<file path="src/fetctl_defines.svh">
/*
  Offsets, field positions, reset values and fixed levels of the protection switch controller.
  Assumes byte addressing on a 32-bit Avalon-MM slave; included by bare name.
*/
//
// Functional notes
// Series: big discharge turns charge switch on
// Discharge back in range: charge switch re-blocked
// Series: big charge turns discharge switch on
// Charge back in range: discharge switch re-blocked
// Parallel configuration disables body-diode overrides
// Low minimum cell charges through precharge switch
// Discharge turn-on starts with predischarge switch
// Latched discharge fault, switch off: run load detect
// Pulse load source, recover only above 4 V
// Source alternates on/off until recovery or timeout
// Standalone: faults steer and recover switches autonomously
// Manual mode: faults only flagged, host disables
// Off inputs block switches until nothing blocks
// Current is signed, negative means discharge
`ifndef FETCTL_DEFINES_SVH
`define FETCTL_DEFINES_SVH

`define OFS_CTRL 8'h00
`define OFS_TH_CHG 8'h04
`define OFS_TH_DSG 8'h08
`define OFS_TH_PRECHARGE_SWITCH 8'h0c
`define OFS_PREDISCHARGE_SWITCH_TIME 8'h10
`define OFS_LD_ON 8'h14
`define OFS_LD_OFF 8'h18
`define OFS_LD_TMO 8'h1c
`define OFS_STATUS 8'h20
`define OFS_INT_ST 8'h24
`define OFS_INT_EN 8'h28
`define OFS_INT_CLR 8'h2c

`define CTRL_PARALLEL 0
`define CTRL_MANUAL 1
`define CTRL_PRECHARGE_SWITCH_EN 2
`define CTRL_PREDISCHARGE_SWITCH_EN 3
`define CTRL_LD_EN 4
`define CTRL_HOST_COFF 5
`define CTRL_HOST_DOFF 6

`define INT_CHG_BD 0
`define INT_DSG_BD 1
`define INT_LATCH 2
`define INT_LD_REC 3
`define INT_LD_TMO 4
`define INT_CHG_FLT 5
`define INT_DSG_FLT 6

`define CTRL_RST 8'h00
`define TH_CHG_RST 16'h0064
`define TH_DSG_RST 16'h0064
`define TH_PRECHARGE_SWITCH_RST 16'h0a8c
`define PREDISCHARGE_SWITCH_TIME_RST 16'h0100
`define LD_ON_RST 16'h0040
`define LD_OFF_RST 16'h0400
`define LD_TMO_RST 32'h0010_0000

// Load-sense recovery level in mV
`define LD_LEVEL_MV 16'd4000

`endif

</file>
<file path="src/fetctl_pkg.sv">
/*
  Types shared by the protection switch controller and its load-detect sequencer.
  Assumes nothing beyond a SystemVerilog compiler.
*/
package fetctl_pkg;

  typedef enum logic [1:0] {DSG_OFF, DSG_PRE, DSG_ON} dsg_state_e;
  typedef enum logic [1:0] {LD_IDLE, LD_SRC_ON, LD_SRC_OFF, LD_DONE} ld_state_e;

  typedef struct packed {
    ld_state_e st;
    logic [15:0] cnt;
    logic [31:0] tmo;
    logic src;
    logic rec;
    logic expired;
  } ld_s;

  typedef struct packed {
    logic coff_s1;
    logic coff_s2;
    logic doff_s1;
    logic doff_s2;
    logic ack;
    logic [31:0] rdata;
    logic [7:0] ctrl;
    logic [15:0] th_chg;
    logic [15:0] th_dsg;
    logic [15:0] th_precharge_switch;
    logic [15:0] predischarge_switch_time;
    logic [15:0] ld_on;
    logic [15:0] ld_off;
    logic [31:0] ld_tmo;
    logic [7:0] int_st;
    logic [7:0] int_en;
    logic latched;
    dsg_state_e dsg_st;
    logic [15:0] predischarge_switch_cnt;
    logic chg_bd;
    logic dsg_bd;
    logic chg_out;
    logic dsg_out;
    logic precharge_switch_out;
    logic predischarge_switch_out;
    logic irq;
  } ctl_s;

endpackage

</file>
<file path="src/load_detect.sv">
/*
  Load-detect sequencer: pulses the load-sense current source and recovers on a high pin level.
  Assumes arm from same-clock logic and a load-sense reading in mV on the same clock.
*/
`timescale 1ns/1ns
`include "fetctl_defines.svh"
module load_detect (
  // Clock and reset
  input wire logic mclk,
  input wire logic rst,
  // Control
  input wire logic arm,
  input wire logic [15:0] ld_on,
  input wire logic [15:0] ld_off,
  input wire logic [31:0] ld_tmo,
  input wire logic [15:0] load_sense_mv,
  // Results
  output logic source_en,
  output logic recovered,
  output logic timed_out
);
  fetctl_pkg::ld_s q, d;
  logic [15:0] cnt_nxt;
  logic [31:0] tmo_nxt;

  assign cnt_nxt = q.cnt + 16'h0001;
  assign tmo_nxt = q.tmo + 32'h0000_0001;

  always_comb begin
    d = q;
    d.rec = 1'b0;
    d.expired = 1'b0;
    if (q.st == fetctl_pkg::LD_SRC_ON || q.st == fetctl_pkg::LD_SRC_OFF) begin
      d.tmo = tmo_nxt;
    end
    case (q.st)
      fetctl_pkg::LD_IDLE: begin
        d.cnt = 16'h0000;
        d.tmo = 32'h0000_0000;
        if (arm) begin
          d.st = fetctl_pkg::LD_SRC_ON;
          d.src = 1'b1;
        end
      end
      fetctl_pkg::LD_SRC_ON: begin
        d.cnt = cnt_nxt;
        if (cnt_nxt >= ld_on) begin
          d.cnt = 16'h0000;
          d.src = 1'b0;
          if (load_sense_mv > `LD_LEVEL_MV) begin
            d.rec = 1'b1;
            d.st = fetctl_pkg::LD_IDLE;
          end else begin
            d.st = fetctl_pkg::LD_SRC_OFF;
          end
        end
      end
      fetctl_pkg::LD_SRC_OFF: begin
        d.cnt = cnt_nxt;
        if (cnt_nxt >= ld_off) begin
          d.cnt = 16'h0000;
          d.src = 1'b1;
          d.st = fetctl_pkg::LD_SRC_ON;
        end
      end
      fetctl_pkg::LD_DONE: begin
        if (!arm) begin
          d.st = fetctl_pkg::LD_IDLE;
        end
      end
      default: d.st = fetctl_pkg::LD_IDLE;
    endcase
    if (q.st != fetctl_pkg::LD_IDLE && q.st != fetctl_pkg::LD_DONE && !d.rec) begin
      if (!arm) begin
        d.st = fetctl_pkg::LD_IDLE;
        d.src = 1'b0;
      end else if (tmo_nxt >= ld_tmo) begin
        d.st = fetctl_pkg::LD_DONE;
        d.src = 1'b0;
        d.expired = 1'b1;
      end
    end
    if (rst) begin
      d = '0;
    end
  end

  always_ff @(posedge mclk) begin
    q <= d;
  end

  assign source_en = q.src;
  assign recovered = q.rec;
  assign timed_out = q.expired;
endmodule

</file>
<file path="src/protection_fet_control.sv">
/*
  Protection switch controller: charge, discharge, precharge and predischarge gating,
  series body-diode overrides, load-detect recovery, Avalon-MM registers and one interrupt.
  Assumes current, minimum cell voltage, load-sense level and fault levels come from
  same-clock measurement logic; the two off inputs are asynchronous pins.
*/
`timescale 1ns/1ns
`include "fetctl_defines.svh"
module protection_fet_control (
  // Clock and reset
  input wire logic mclk,
  input wire logic rst,
  // Avalon-MM slave
  input wire logic [7:0] address,
  input wire logic read,
  input wire logic write,
  input wire logic [3:0] byteenable,
  input wire logic [31:0] writedata,
  output logic [31:0] readdata,
  output logic waitrequest,
  // Measurements, signed current with discharge negative
  input wire logic signed [15:0] current_ma,
  input wire logic [15:0] min_cell_mv,
  input wire logic [15:0] load_sense_mv,
  // Fault sources
  input wire logic chg_fault,
  input wire logic dsg_fault,
  input wire logic sc_latch_evt,
  input wire logic oc_latch_evt,
  // Off pins
  input wire logic charge_off_input,
  input wire logic discharge_off_input,
  // Switch and source drives
  output logic main_charge_switch,
  output logic main_discharge_switch,
  output logic precharge_switch,
  output logic predischarge_switch,
  output logic load_sense_pin,
  // Interrupt
  output logic irq
);
  fetctl_pkg::ctl_s q, d;
  logic acc, parallel, manual, blk_c, blk_d, precharge_switch_mode, chg_base;
  logic dsg_big, chg_big, ld_arm, ld_rec, ld_tmo, ld_src;
  logic signed [16:0] cur, th_c, th_d;
  logic [15:0] predischarge_switch_nxt;
  logic [31:0] rmux, status;
  logic [7:0] ev;
  logic [31:0] wm;

  function automatic logic [31:0] merge(input logic [31:0] o, input logic [31:0] w, input logic [3:0] be);
    logic [31:0] r;
    r = o;
    for (int i = 0; i < 4; i++) begin
      if (be[i]) begin
        r[i*8 +: 8] = w[i*8 +: 8];
      end
    end
    return r;
  endfunction

  load_detect u_ld (
    .mclk(mclk),
    .rst(rst),
    .arm(ld_arm),
    .ld_on(q.ld_on),
    .ld_off(q.ld_off),
    .ld_tmo(q.ld_tmo),
    .load_sense_mv(load_sense_mv),
    .source_en(ld_src),
    .recovered(ld_rec),
    .timed_out(ld_tmo)
  );

  assign parallel = q.ctrl[`CTRL_PARALLEL];
  assign manual = q.ctrl[`CTRL_MANUAL];
  // Faults block only in autonomous operation; pins and host bits always block
  assign blk_c = q.coff_s2 | q.ctrl[`CTRL_HOST_COFF] | (!manual & chg_fault);
  assign blk_d = q.doff_s2 | q.ctrl[`CTRL_HOST_DOFF] | (!manual & (dsg_fault | q.latched));
  assign precharge_switch_mode = q.ctrl[`CTRL_PRECHARGE_SWITCH_EN] && (min_cell_mv < q.th_precharge_switch);
  assign chg_base = !blk_c && !precharge_switch_mode;
  // Thresholds are magnitudes, widened so the compare stays signed
  assign cur = {current_ma[15], current_ma};
  assign th_c = $signed({1'b0, q.th_chg});
  assign th_d = $signed({1'b0, q.th_dsg});
  assign dsg_big = cur < -th_d;
  assign chg_big = cur > th_c;
  // A recovery in flight must not re-arm the source for one more pulse
  assign ld_arm = q.ctrl[`CTRL_LD_EN] && q.latched && !ld_rec && !q.dsg_out && !q.predischarge_switch_out;
  assign predischarge_switch_nxt = q.predischarge_switch_cnt + 16'h0001;
  assign acc = read | write;
  assign waitrequest = acc & !q.ack;

  always_comb begin
    status = 32'h0000_0000;
    status[0] = q.chg_out;
    status[1] = q.dsg_out;
    status[2] = q.precharge_switch_out;
    status[3] = q.predischarge_switch_out;
    status[4] = q.chg_bd;
    status[5] = q.dsg_bd;
    status[6] = q.latched;
    status[7] = ld_src;
    status[8] = q.coff_s2;
    status[9] = q.doff_s2;
    case (address)
      `OFS_CTRL: rmux = {24'h000000, q.ctrl};
      `OFS_TH_CHG: rmux = {16'h0000, q.th_chg};
      `OFS_TH_DSG: rmux = {16'h0000, q.th_dsg};
      `OFS_TH_PRECHARGE_SWITCH: rmux = {16'h0000, q.th_precharge_switch};
      `OFS_PREDISCHARGE_SWITCH_TIME: rmux = {16'h0000, q.predischarge_switch_time};
      `OFS_LD_ON: rmux = {16'h0000, q.ld_on};
      `OFS_LD_OFF: rmux = {16'h0000, q.ld_off};
      `OFS_LD_TMO: rmux = q.ld_tmo;
      `OFS_STATUS: rmux = status;
      `OFS_INT_ST: rmux = {24'h000000, q.int_st};
      `OFS_INT_EN: rmux = {24'h000000, q.int_en};
      default: rmux = 32'h0000_0000;
    endcase
  end

  always_comb begin
    d = q;
    ev = 8'h00;
    wm = merge(rmux, writedata, byteenable);
    d.coff_s1 = charge_off_input;
    d.coff_s2 = q.coff_s1;
    d.doff_s1 = discharge_off_input;
    d.doff_s2 = q.doff_s1;
    d.ack = acc & !q.ack;
    if (read && !q.ack) begin
      d.rdata = rmux;
    end
    if (write && q.ack) begin
      case (address)
        `OFS_CTRL: d.ctrl = wm[7:0];
        `OFS_TH_CHG: d.th_chg = wm[15:0];
        `OFS_TH_DSG: d.th_dsg = wm[15:0];
        `OFS_TH_PRECHARGE_SWITCH: d.th_precharge_switch = wm[15:0];
        `OFS_PREDISCHARGE_SWITCH_TIME: d.predischarge_switch_time = wm[15:0];
        `OFS_LD_ON: d.ld_on = wm[15:0];
        `OFS_LD_OFF: d.ld_off = wm[15:0];
        `OFS_LD_TMO: d.ld_tmo = wm;
        `OFS_INT_EN: d.int_en = wm[7:0];
        default: d.ctrl = q.ctrl;
      endcase
    end
    // Latched discharge fault: a new latch event wins over a recovery
    if (sc_latch_evt || oc_latch_evt) begin
      d.latched = 1'b1;
    end else if (ld_rec) begin
      d.latched = 1'b0;
    end
    // Discharge turn-on sequencer
    case (q.dsg_st)
      fetctl_pkg::DSG_OFF: begin
        d.predischarge_switch_cnt = 16'h0000;
        if (!blk_d) begin
          d.dsg_st = q.ctrl[`CTRL_PREDISCHARGE_SWITCH_EN] ? fetctl_pkg::DSG_PRE : fetctl_pkg::DSG_ON;
        end
      end
      fetctl_pkg::DSG_PRE: begin
        d.predischarge_switch_cnt = predischarge_switch_nxt;
        if (blk_d) begin
          d.dsg_st = fetctl_pkg::DSG_OFF;
        end else if (predischarge_switch_nxt >= q.predischarge_switch_time) begin
          d.dsg_st = fetctl_pkg::DSG_ON;
        end
      end
      fetctl_pkg::DSG_ON: begin
        if (blk_d) begin
          d.dsg_st = fetctl_pkg::DSG_OFF;
        end
      end
      default: d.dsg_st = fetctl_pkg::DSG_OFF;
    endcase
    // Body-diode overrides fall away as soon as current returns in range
    d.chg_bd = !parallel && !chg_base && (q.dsg_out || q.predischarge_switch_out) && dsg_big;
    d.dsg_bd = !parallel && (q.dsg_st != fetctl_pkg::DSG_ON) && (q.chg_out || q.precharge_switch_out) && chg_big;
    d.chg_out = chg_base || d.chg_bd;
    d.precharge_switch_out = !blk_c && precharge_switch_mode;
    d.dsg_out = (d.dsg_st == fetctl_pkg::DSG_ON) || d.dsg_bd;
    d.predischarge_switch_out = d.dsg_st == fetctl_pkg::DSG_PRE;
    // Events; a set in the clearing cycle wins
    ev[`INT_CHG_BD] = d.chg_bd && !q.chg_bd;
    ev[`INT_DSG_BD] = d.dsg_bd && !q.dsg_bd;
    ev[`INT_LATCH] = sc_latch_evt || oc_latch_evt;
    ev[`INT_LD_REC] = ld_rec;
    ev[`INT_LD_TMO] = ld_tmo;
    ev[`INT_CHG_FLT] = chg_fault;
    ev[`INT_DSG_FLT] = dsg_fault || q.latched;
    d.int_st = q.int_st;
    if (write && q.ack && address == `OFS_INT_CLR) begin
      d.int_st = q.int_st & ~writedata[7:0];
    end
    d.int_st = d.int_st | ev;
    d.irq = |(d.int_st & d.int_en);
    if (rst) begin
      d = '0;
      d.ctrl = `CTRL_RST;
      d.th_chg = `TH_CHG_RST;
      d.th_dsg = `TH_DSG_RST;
      d.th_precharge_switch = `TH_PRECHARGE_SWITCH_RST;
      d.predischarge_switch_time = `PREDISCHARGE_SWITCH_TIME_RST;
      d.ld_on = `LD_ON_RST;
      d.ld_off = `LD_OFF_RST;
      d.ld_tmo = `LD_TMO_RST;
    end
  end

  always_ff @(posedge mclk) begin
    q <= d;
  end

  assign readdata = q.rdata;
  assign main_charge_switch = q.chg_out;
  assign main_discharge_switch = q.dsg_out;
  assign precharge_switch = q.precharge_switch_out;
  assign predischarge_switch = q.predischarge_switch_out;
  assign load_sense_pin = ld_src;
  assign irq = q.irq;
endmodule

</file>
<file path="config.mk">
export PLATFORM = sky130hd
export DESIGN_NAME = protection_fet_control
export DESIGN_NICKNAME = d
export VERILOG_FILES = /design/src/fetctl_pkg.sv /design/src/load_detect.sv /design/src/protection_fet_control.sv
export VERILOG_INCLUDE_DIRS = /design/src
export SDC_FILE = /design/constraint.sdc
export NUM_CORES = 1
export LEC_CHECK = 0
export ABC_AREA = 1
export BUFFER_PORTS_ARGS = -buffer_cell sky130_fd_sc_hd__clkbuf_2
export CAP_MARGIN = 20
export CORE_MARGIN = 2
export CORE_UTILIZATION = 42
export CTS_BUF_LIST = sky130_fd_sc_hd__clkbuf_4 sky130_fd_sc_hd__clkbuf_8
export DETAILED_ROUTE_END_ITERATION = 7
export PLACE_DENSITY = 0.66
export RECOVER_POWER = 100
export SETUP_SLACK_MARGIN = 0.1
export SLEW_MARGIN = 20
export SYNTH_ARGS = -nofsm -noshare
export SYNTH_HDL_FRONTEND = slang
export SYNTH_HIERARCHICAL = 1
export SYNTH_SLANG_ARGS = --single-unit
</file>
<file path="constraint.sdc">
create_clock -name mclk -period 2.7 [get_ports mclk]
set_clock_uncertainty 0.2 [all_clocks]
set_input_delay 0.405 -clock mclk [delete_from_list [all_inputs] [get_ports mclk]]
set_output_delay 0.405 -clock mclk [all_outputs]
set_load 0.01 [all_outputs]
</file>
Yosys cells after proc, flatten, opt, wreduce, memory -nomap -nowiden
Index checks and enable logic that the tools add are counted.
- $add $sub $neg: 4
- order comparisons: 8
- eq/ne operators: 20
- muxes and demuxes: 37
- bitwise gates (word level): 15
- reductions and logical operators: 57
- operator list (kind ; count):
    case mux 32 bit (11 select lines) ; 1
    two-way mux 8 bit ; 7
    >= comparator 16 bit ; 3
    case mux 16 bit (3 select lines) ; 1
    two-way mux 18 bit ; 2
    adder 16 x 1 -> 16 bit (second input constant) ; 2
    adder 32 x 1 -> 32 bit (second input constant) ; 1
    == test 8 x 5 -> 1 bit (second input constant) ; 4
    == test 8 x 6 -> 1 bit (second input constant) ; 4
    >= comparator 32 bit ; 1
    case mux 16 bit (2 select lines) ; 1
    two-way mux 2 bit ; 12
    logical AND 1 bit ; 20
    greater-than comparator 16 x 17 -> 1 bit ; 1
    less-than comparator 16 x 17 -> 1 bit ; 1
    negator 16 -> 17 bit ; 1
    bitwise AND 8 bit ; 2
    == test 8 x 4 -> 1 bit (second input constant) ; 2
    greater-than comparator 16 x 12 -> 1 bit (second input constant) ; 1
    less-than comparator 16 bit ; 1
    AND reduction 2 bit ; 8
    logical NOT 1 bit ; 12
    two-way mux 1 bit ; 10
    == test 2 bit (second input constant) ; 4
    other kinds (19) ; 39
- flip-flop bits (word level): 268
- word-level logic and storage cells: 173

Logic depth before layout (Yosys ltp)
Gate-level depths: netlist of run 1.
- word-level depth: 13
- gate-level depth with buffers: 27
- depth with buffers taken out: 27

Modules after synthesis
The synthesis of run 1 kept the hierarchy.
- modules (own cells, without submodules) (module ; times used ; cells an instance ; area an instance (µm²)):
    protection_fet_control ; 1 ; 1659 ; 11736.3
    load_detect ; 1 ; 791 ; 5067.4

Worst setup path before layout of run 1
OpenSTA, ideal clock, no wires.
- path kind: reg2reg
- start: register, netlist name q[138]
- end: register q (netlist bit irq)
- library setup time: 0.113 ns
- data arrival time: 2.609 ns
- path slack: -0.222 ns
- cell stages (with the launch flop): 24
- buffers on the path: 0
- clock period less this slack: 2.922 ns
- path through: dfxtp_1 -> nor3_2 -> nand3_1 -> nor3_2 -> nand2_1 -> nor3_2 -> nand2_1 -> nor2_1 -> nand3_1 -> xnor2_1 -> ha_1 -> nand2_1 -> inv_1 -> nand3_1 -> nor2_1 -> o2111ai_1 -> nand3_1 -> nand2_1 -> nand2_1 -> inv_1 -> nand3_1 -> nand2_1 -> nand2_1 -> nand2_1
- RTL lines (item ; line ; text):
    end signal, assigned ; protection_fet_control.sv:212 ; q <= d;
    end, declared ; protection_fet_control.sv:42 ; fetctl_pkg::ctl_s q, d;

==> flow_metrics.env, run 1 <==
export IMPL_status="complete, but fails checks"
export IMPL_violations="setup timing"
export IMPL_mappedNetlistArea_mm2=0.01680
export IMPL_synth_cells=2450
export IMPL_worstSkewPairLatency_ns=0.63
export IMPL_worstSetupPathType="flop to flop"
export IMPL_placed_area_mm2=0.01946
export IMPL_synth_top_area_share_pct=31.93
export IMPL_diodes=0
export IMPL_required_ns=3.01
export IMPL_wl_per_cell_um=16.68
export IMPL_final_setup_worst_slack_ns=-0.4259
export IMPL_ys_seq_area_share_pct=31.93
export IMPL_wirelength_um=56440
export IMPL_synth_top_area_cell="dfxtp_1"
export IMPL_numCtsBuffers=49
export IMPL_layout_min_cycle_time_ns=3.126
export IMPL_grt_setup_unrepaired="true"
export IMPL_finish_utilization_pct=55.65
export IMPL_cts_sinks=268
export IMPL_swShare_pct=25.56
export IMPL_maxCapViolCount=0
export IMPL_grt_pass1_wl_um=88150
export IMPL_slew_headroom_pct=31.42
export IMPL_final_common_cell="nand2_1"
export IMPL_fillCellCount=3704
export IMPL_synth_seq_cells=268
export IMPL_grt_overflow=0
export IMPL_drive_gt1_share_pct=24.31
export IMPL_p_int_mw=6.956
export IMPL_clockPowerShare_pct=47.5
export IMPL_synth_edf_count=0
export IMPL_pwr_share_comb_pct=9.3
export IMPL_die_y_um=204.0
export IMPL_p_switching_mw=2.388
export IMPL_cp_end_kind="flop"
export IMPL_die_w_um=204.0
export IMPL_pwr_share_seq_pct=43.2
export IMPL_cts_root_buf="clkbuf_8"
export IMPL_clkTransAtPathRegs_ns=0.06
export IMPL_ys_top_cells_by_area="dfxtp_1, ha_1, nand2_1"
export IMPL_path_cells="nor3_4, nand3_2, nor3_4, nand2_2, nor3_4, nand2_1, nor2_2, nand3_1, xnor2_1, ha_1, nand2_1, inv_2, nand3_4, nor2_4, o2111ai_2, nand3_1, nand2_1, nand2_2, inv_2, buf_4, nand2_2, nand2_1"
export IMPL_avgSynthCellArea_um2=6.859
export IMPL_synth_main_ff_cell="dfxtp_1"
export IMPL_synth_nets=2689
export IMPL_grt_usage_pct=26.74
export IMPL_postRouteAntennaNets=0
export IMPL_total_power_mw=9.344
export IMPL_ir_drop_mv=0.3845
export IMPL_tightestPinTransition_ns=1.029
export IMPL_viasPerCell=5.223
export IMPL_multiInputGateArea_mm2=0.01027
export IMPL_critical_path_peak_fanout=2
export IMPL_fmax_ghz=0.3199
export IMPL_dr_pass1_iters=6
export IMPL_die_area_mm2=0.04162
export IMPL_area_delta_synth_final_pct=31.29
export IMPL_final_setup_viol_count=59
export IMPL_boundaryPins=141
export IMPL_drt_initial_drc_count=1411
export IMPL_synth_distinct_cells=54
export IMPL_dp_hpwl_um=41740
export IMPL_antenna_found_initial=1
export IMPL_htree_num_levels=2
export IMPL_clock_path_buffers=3
export IMPL_critPathTopFamily="simple AND/OR/NAND/NOR gates"
export IMPL_final_cell_area_mm2=0.02206
export IMPL_slowest_delay_ns=0.35
export IMPL_cp_num_buf_inv=3
export IMPL_fin_crit_sh_pct=115.8
export IMPL_place_gp_congestion=0.9479
export IMPL_critPathArrivalTime_ns=3.44
export IMPL_fin_nets=3064
export IMPL_yosys_warnings=6
export IMPL_drc=0
export IMPL_num_vias=17673
export IMPL_crit_path_top_delay_cell="dfxtp_4"
export IMPL_start_util_pct=42.39
export IMPL_cellLeakagePower_nw=10.37
export IMPL_port_buffers=140
export IMPL_num_rows=73
export IMPL_hold_viol_final=0
export IMPL_grt_pass1_vias=16973
export IMPL_powerDensity_mw_per_mm2=423.6
export IMPL_cts_tree="done"
export IMPL_ys_async_sr_fraction_pct=0
export IMPL_tns_ns=-9.590
export IMPL_layout_common_cells="nand2_1, inv_1, dfxtp_1, a21oi_1, buf_4"
export IMPL_grt_max_degree=87
export IMPL_cp_start_kind="flop"
export IMPL_core_mm2=0.03964
export IMPL_post_place_ws_ns=-0.6988
export IMPL_drv_slew=0
export IMPL_path_common_cell="nand2_1"
export IMPL_hp_class="input pin to flop"
export IMPL_seqCellArea_mm2=0.005400
-- final timing paths --
| path | slack [ns] | depth (start not counted) | startpoint | endpoint |
|---|---|---|---|---|
| setup reg to reg | -0.43 | 22 | q[138] | main_charge_switch |
| hold reg to reg | 0.20 | 2 | q[212] | q[211] |
| setup / recovery | -0.43 | 22 | q[138] | main_charge_switch |
| hold / removal | 0.05 | 3 | writedata[10] | q[148] |
-- routing by layer --
layer | up-vias | part of all wire (%) | GRT usage (%)
met2 | 655 | 44 | 42.47
li1 | 8695 | - | -
met5 | - | 0.025 | 0
met4 | 2 | 3.5 | 9.679
met3 | 135 | 7.9 | 5.150
met1 | 8186 | 44 | 36.06
-- logic make-up (layout without fill, tap and decap cells) --
kind of cell               Yosys count  count (layout)  share of synthesized area [%]
buffers and inverters              523             932                          12.71
xor gates and xnor gates            63              63                          3.284
and+or+nand+nor                    905             905                          23.95
DFF                                268             268                          31.93
AOI/OAI and AO/OA                  551             551                          17.60
adders and majority gates          137             137                          10.20
muxes                                3               3                         0.3276
-- power groups by stage --
| stage | clock (mW) | combinational [mW] | sequential (mW) |
|---|---|---|---|
| floorplan | 0 | 0.458 | 4.11 |
| global placement | 0 | 0.750 | 4.12 |
| detailed placement | 0 | 0.768 | 4.12 |
| CTS | 4.51 | 0.875 | 4.04 |
| global route | 4.69 | 0.936 | 4.04 |
| finish | 4.44 | 0.865 | 4.04 |
-- stage by stage --
step / instances / hold WS, ns
after detailed placement: 3214 / 0.1923
after floorplan: 2450 / 0.1883
after CTS: 3382 / 0.005566
after global placement: 3213 / 0.1934
final: 3384 / 0.05250
after global routing: 3384 / 0.02683
-- worst min-delay path, delay by kind of cell --
kind	cells	cell delay [ns]
buffers and inverters	1	0.09
AO/OA/AOI/OAI	2	0.35
-- cell usage after synthesis, types with 12 or more instances --
master	count
a21oi_1	262
buf_2	15
buf_4	37
clkbuf_1	59
dfxtp_1	268
ha_1	137
inv_1	388
inv_2	12
nand2_1	438
nand3_1	159
nand4_1	28
nor2_1	185
nor2_2	16
nor3_1	22
o211ai_1	19
o21ai_0	205
o21ai_1	13
xor2_1	55
-- sequential cells by signal (all words and copies together), names as in the netlist --
name,count
irq,1
main_charge_switch,1
main_discharge_switch,1
manual,1
parallel,1
precharge_switch,1
predischarge_switch,1
q,176
readdata,32
u_ld/q,50
u_ld/recovered,1
u_ld/source_en,1
u_ld/timed_out,1
-- area by class of cell --
| cell class | count | area share, % |
|---|---|---|
| repair buffers | 444 | 14.06 |
| well taps | 525 | 2.978 |
| clock inverters | 8 | 0.6466 |
| multi-input cells | 1659 | 46.57 |
| flip-flops and latches | 268 | 24.48 |
| clock buffers | 77 | 4.407 |
| inverters | 403 | 6.857 |
-- repair_timing --
item / CTS / global route
hold endpoints to repair: 58 / 0
resized for setup: 136 / 72
endpoints found under the setup margin: 29 / 29
gates cloned: 1 / 0
buffers inserted: 41 / 9
pin swaps: 80 / 66
hold buffers: 42 / 0
(Power assumes the default switching activity.)
==> run 2, diff against run 1 <==
--- a/config.mk
+++ b/config.mk
@@ -10,10 +10,10 @@
 export BUFFER_PORTS_ARGS = -buffer_cell sky130_fd_sc_hd__clkbuf_2
 export CAP_MARGIN = 20
 export CORE_MARGIN = 2
-export CORE_UTILIZATION = 42
+export CORE_UTILIZATION = 40
 export CTS_BUF_LIST = sky130_fd_sc_hd__clkbuf_4 sky130_fd_sc_hd__clkbuf_8
 export DETAILED_ROUTE_END_ITERATION = 7
-export PLACE_DENSITY = 0.66
+export PLACE_DENSITY = 0.63
 export RECOVER_POWER = 100
 export SETUP_SLACK_MARGIN = 0.1
 export SLEW_MARGIN = 20
==> run 2 against run 1 <==
Compared with the run above:
- the run still ends with setup timing left
- cell area increased by 1.5%
- power increased by 0.67%
- combinational power increased by 0.6%
- via count increased by 0.85%
- routed wire length increased by 3.8%
- critical path depth unchanged
- final cell count increased by 1.6%
- register-to-register slack got worse by 0.11 ns
- maximum frequency decreased by 3.5%
- core utilization decreased by 1.9 points
- clock power increased by 1%
- critical endpoint unchanged
- largest cell class unchanged
==> flow_metrics.env, run 2 (synthesis gave the netlist of run 1 again) <==
export IMPL_place_inst=3244
export IMPL_grt_setup_unrepaired="true"
export IMPL_drive_gt1_share_pct=24.93
export IMPL_start_util_pct=40.33
export IMPL_largest_reg_flops=176
export IMPL_dr_pass1_iters=6
export IMPL_grt_max_degree=58
export IMPL_grt_pass1_vias=16884
export IMPL_htree_num_levels=2
export IMPL_fin_nets=3099
export IMPL_antenna_found_initial=0
export IMPL_tightestPinTransition_ns=1.404
export IMPL_hold_viol_final=0
export IMPL_wirelength_um=58570
export IMPL_clkTransAtPathRegs_ns=0.06
export IMPL_fmax_ghz=0.3087
export IMPL_clock_path_buffers=3
export IMPL_r2r_slack_ns=-0.54
export IMPL_critical_path_peak_fanout=2
export IMPL_drt_initial_drc_count=1470
export IMPL_worstSetupPathType="flop to flop"
export IMPL_postRouteAntennaNets=0
export IMPL_maxCapViolCount=0
export IMPL_powerDensity_mw_per_mm2=420.0
export IMPL_layoutNonFillerInstCount=3439
export IMPL_status="complete, but fails checks"
export IMPL_cp_end_kind="flop"
export IMPL_die_y_um=209.0
export IMPL_fin_crit_sh_pct=120.0
export IMPL_dp_hpwl_um=42240
export IMPL_critPathArrivalTime_ns=3.59
export IMPL_boundaryPins=141
export IMPL_finish_utilization_pct=53.76
export IMPL_viasPerCell=5.183
export IMPL_hp_class="input pin to flop"
export IMPL_cts_sinks=268
export IMPL_critPathTopFamily="simple AND/OR/NAND/NOR gates"
export IMPL_final_common_cell="nand2_1"
export IMPL_layout_common_cells="nand2_1, inv_1, dfxtp_1, buf_4, a21oi_1"
export IMPL_layout_min_cycle_time_ns=3.239
export IMPL_port_buffers=140
export IMPL_cts_tree="done"
export IMPL_slew_headroom_pct=6.314
export IMPL_final_setup_worst_slack_ns=-0.5390
export IMPL_numCtsBuffers=49
export IMPL_cp_num_buf_inv=8
export IMPL_grt_usage_pct=25.78
export IMPL_wl_per_cell_um=17.03
export IMPL_worstSkewPairLatency_ns=0.65
export IMPL_die_area_mm2=0.04366
export IMPL_die_w_um=209.0
export IMPL_diodes=0
export IMPL_num_vias=17823
export IMPL_required_ns=3.05
export IMPL_largest_register="q"
export IMPL_area_delta_synth_final_pct=33.30
export IMPL_grt_pass1_wl_um=89530
export IMPL_cellLeakagePower_nw=10.59
export IMPL_drc=0
export IMPL_ir_drop_mv=0.3105
export IMPL_violations="setup timing"
export IMPL_path_common_cell="buf_4"
export IMPL_crit_path_top_delay_cell="dfxtp_2"
export IMPL_slowest_delay_ns=0.34
export IMPL_core_mm2=0.04167
export IMPL_drv_slew=0
export IMPL_cp_start_kind="flop"
export IMPL_hold_worst_slack_ns=0.03043
export IMPL_grt_overflow=0
export IMPL_place_gp_congestion=0.9610
export IMPL_num_rows=75
export IMPL_path_cells="nor3_4, nand3_2, buf_4, buf_4, buf_4, buf_4, buf_4, buf_4, xor2_1, ha_1, nand2_1, nor3_2, o21ai_0, nand2_1, nand2_1, nand3_1, nand2_1, nand2_2, inv_2, buf_4, nand2_2, nand2_1"
export IMPL_final_setup_viol_count=30
export IMPL_cts_root_buf="clkbuf_8"
-- run 2: changes by cell type in the layout (fill, tap and decap cells not counted), sizes merged --
| cell | before | now |
|---|---|---|
| buf | 245 | 261 |
| bufinv | 4 | 2 |
| clkbuf | 234 | 245 |
| clkinv | 6 | 9 |
| clkinvlp | 1 | 2 |
| dlygate4sd3 | 42 | 54 |
-- run 2: final timing paths --
kind,startpoint,to,cells past startpoint
setup / recovery,q[139],main_charge_switch,22
hold / removal,writedata[14],q[152],3
setup reg to reg,q[139],main_charge_switch,22
hold reg to reg,q[212],q[211],2
-- run 2: tightest hold or removal path: cells and delay by family --
kind	cells	cell delay [ns]
buf+inv	1	0.09
compound gates	2	0.33
-- run 2: cell type report --
type / instances / area (um2)
Fill cell: 4001 / 19270
Tap cell: 539 / 674.4
Multi-Input combinational cell: 1659 / 10270
Clock buffer: 81 / 1027
Timing Repair Buffer: 479 / 3396
Sequential cell: 268 / 5404
Inverter: 403 / 1513
Clock inverter: 10 / 116.4
-- run 2: timing repair --
item / in CTS / in global routing
hold buffers: 54 / 0
buffers inserted: 28 / 23
gates resized for setup: 94 / 136
endpoints found under the setup margin: 29 / 41
cloned: 1 / 0
hold endpoints to repair: 72 / 0
pin swaps: 65 / 96
-- run 2: layer usage --
layer  wire length [um]  GRT usage [%]  part of all wire (%)
met5                  0              0                     0
met4               1894          8.719                   3.2
met3               4005          3.892                   6.8
met2              26720          41.45                    46
met1              25950          35.32                    44
-- run 2: metrics by stage --
stage                     setup slack (ns)  power, mW  area, um2  setup TNS, ns
after floorplan                    -0.1983      4.571      16940        -0.8731
after global placement             -0.5339      4.881      19590         -7.936
after detailed placement           -0.5849      4.898      19600         -10.64
after CTS                          -0.4874      9.433      21900         -8.163
after global routing               -0.6911      9.710      22400         -14.08
final                              -0.5390      9.407      22400         -10.03
-- run 2: power by group --
group / leakage, nW / internal [mW] / total [mW] / switching (mW)
combinational: 7.81 / 0.301 / 0.870 / 0.569
sequential: 2.18 / 4.00 / 4.04 / 0.0372
clock: 0.601 / 2.60 / 4.50 / 1.90
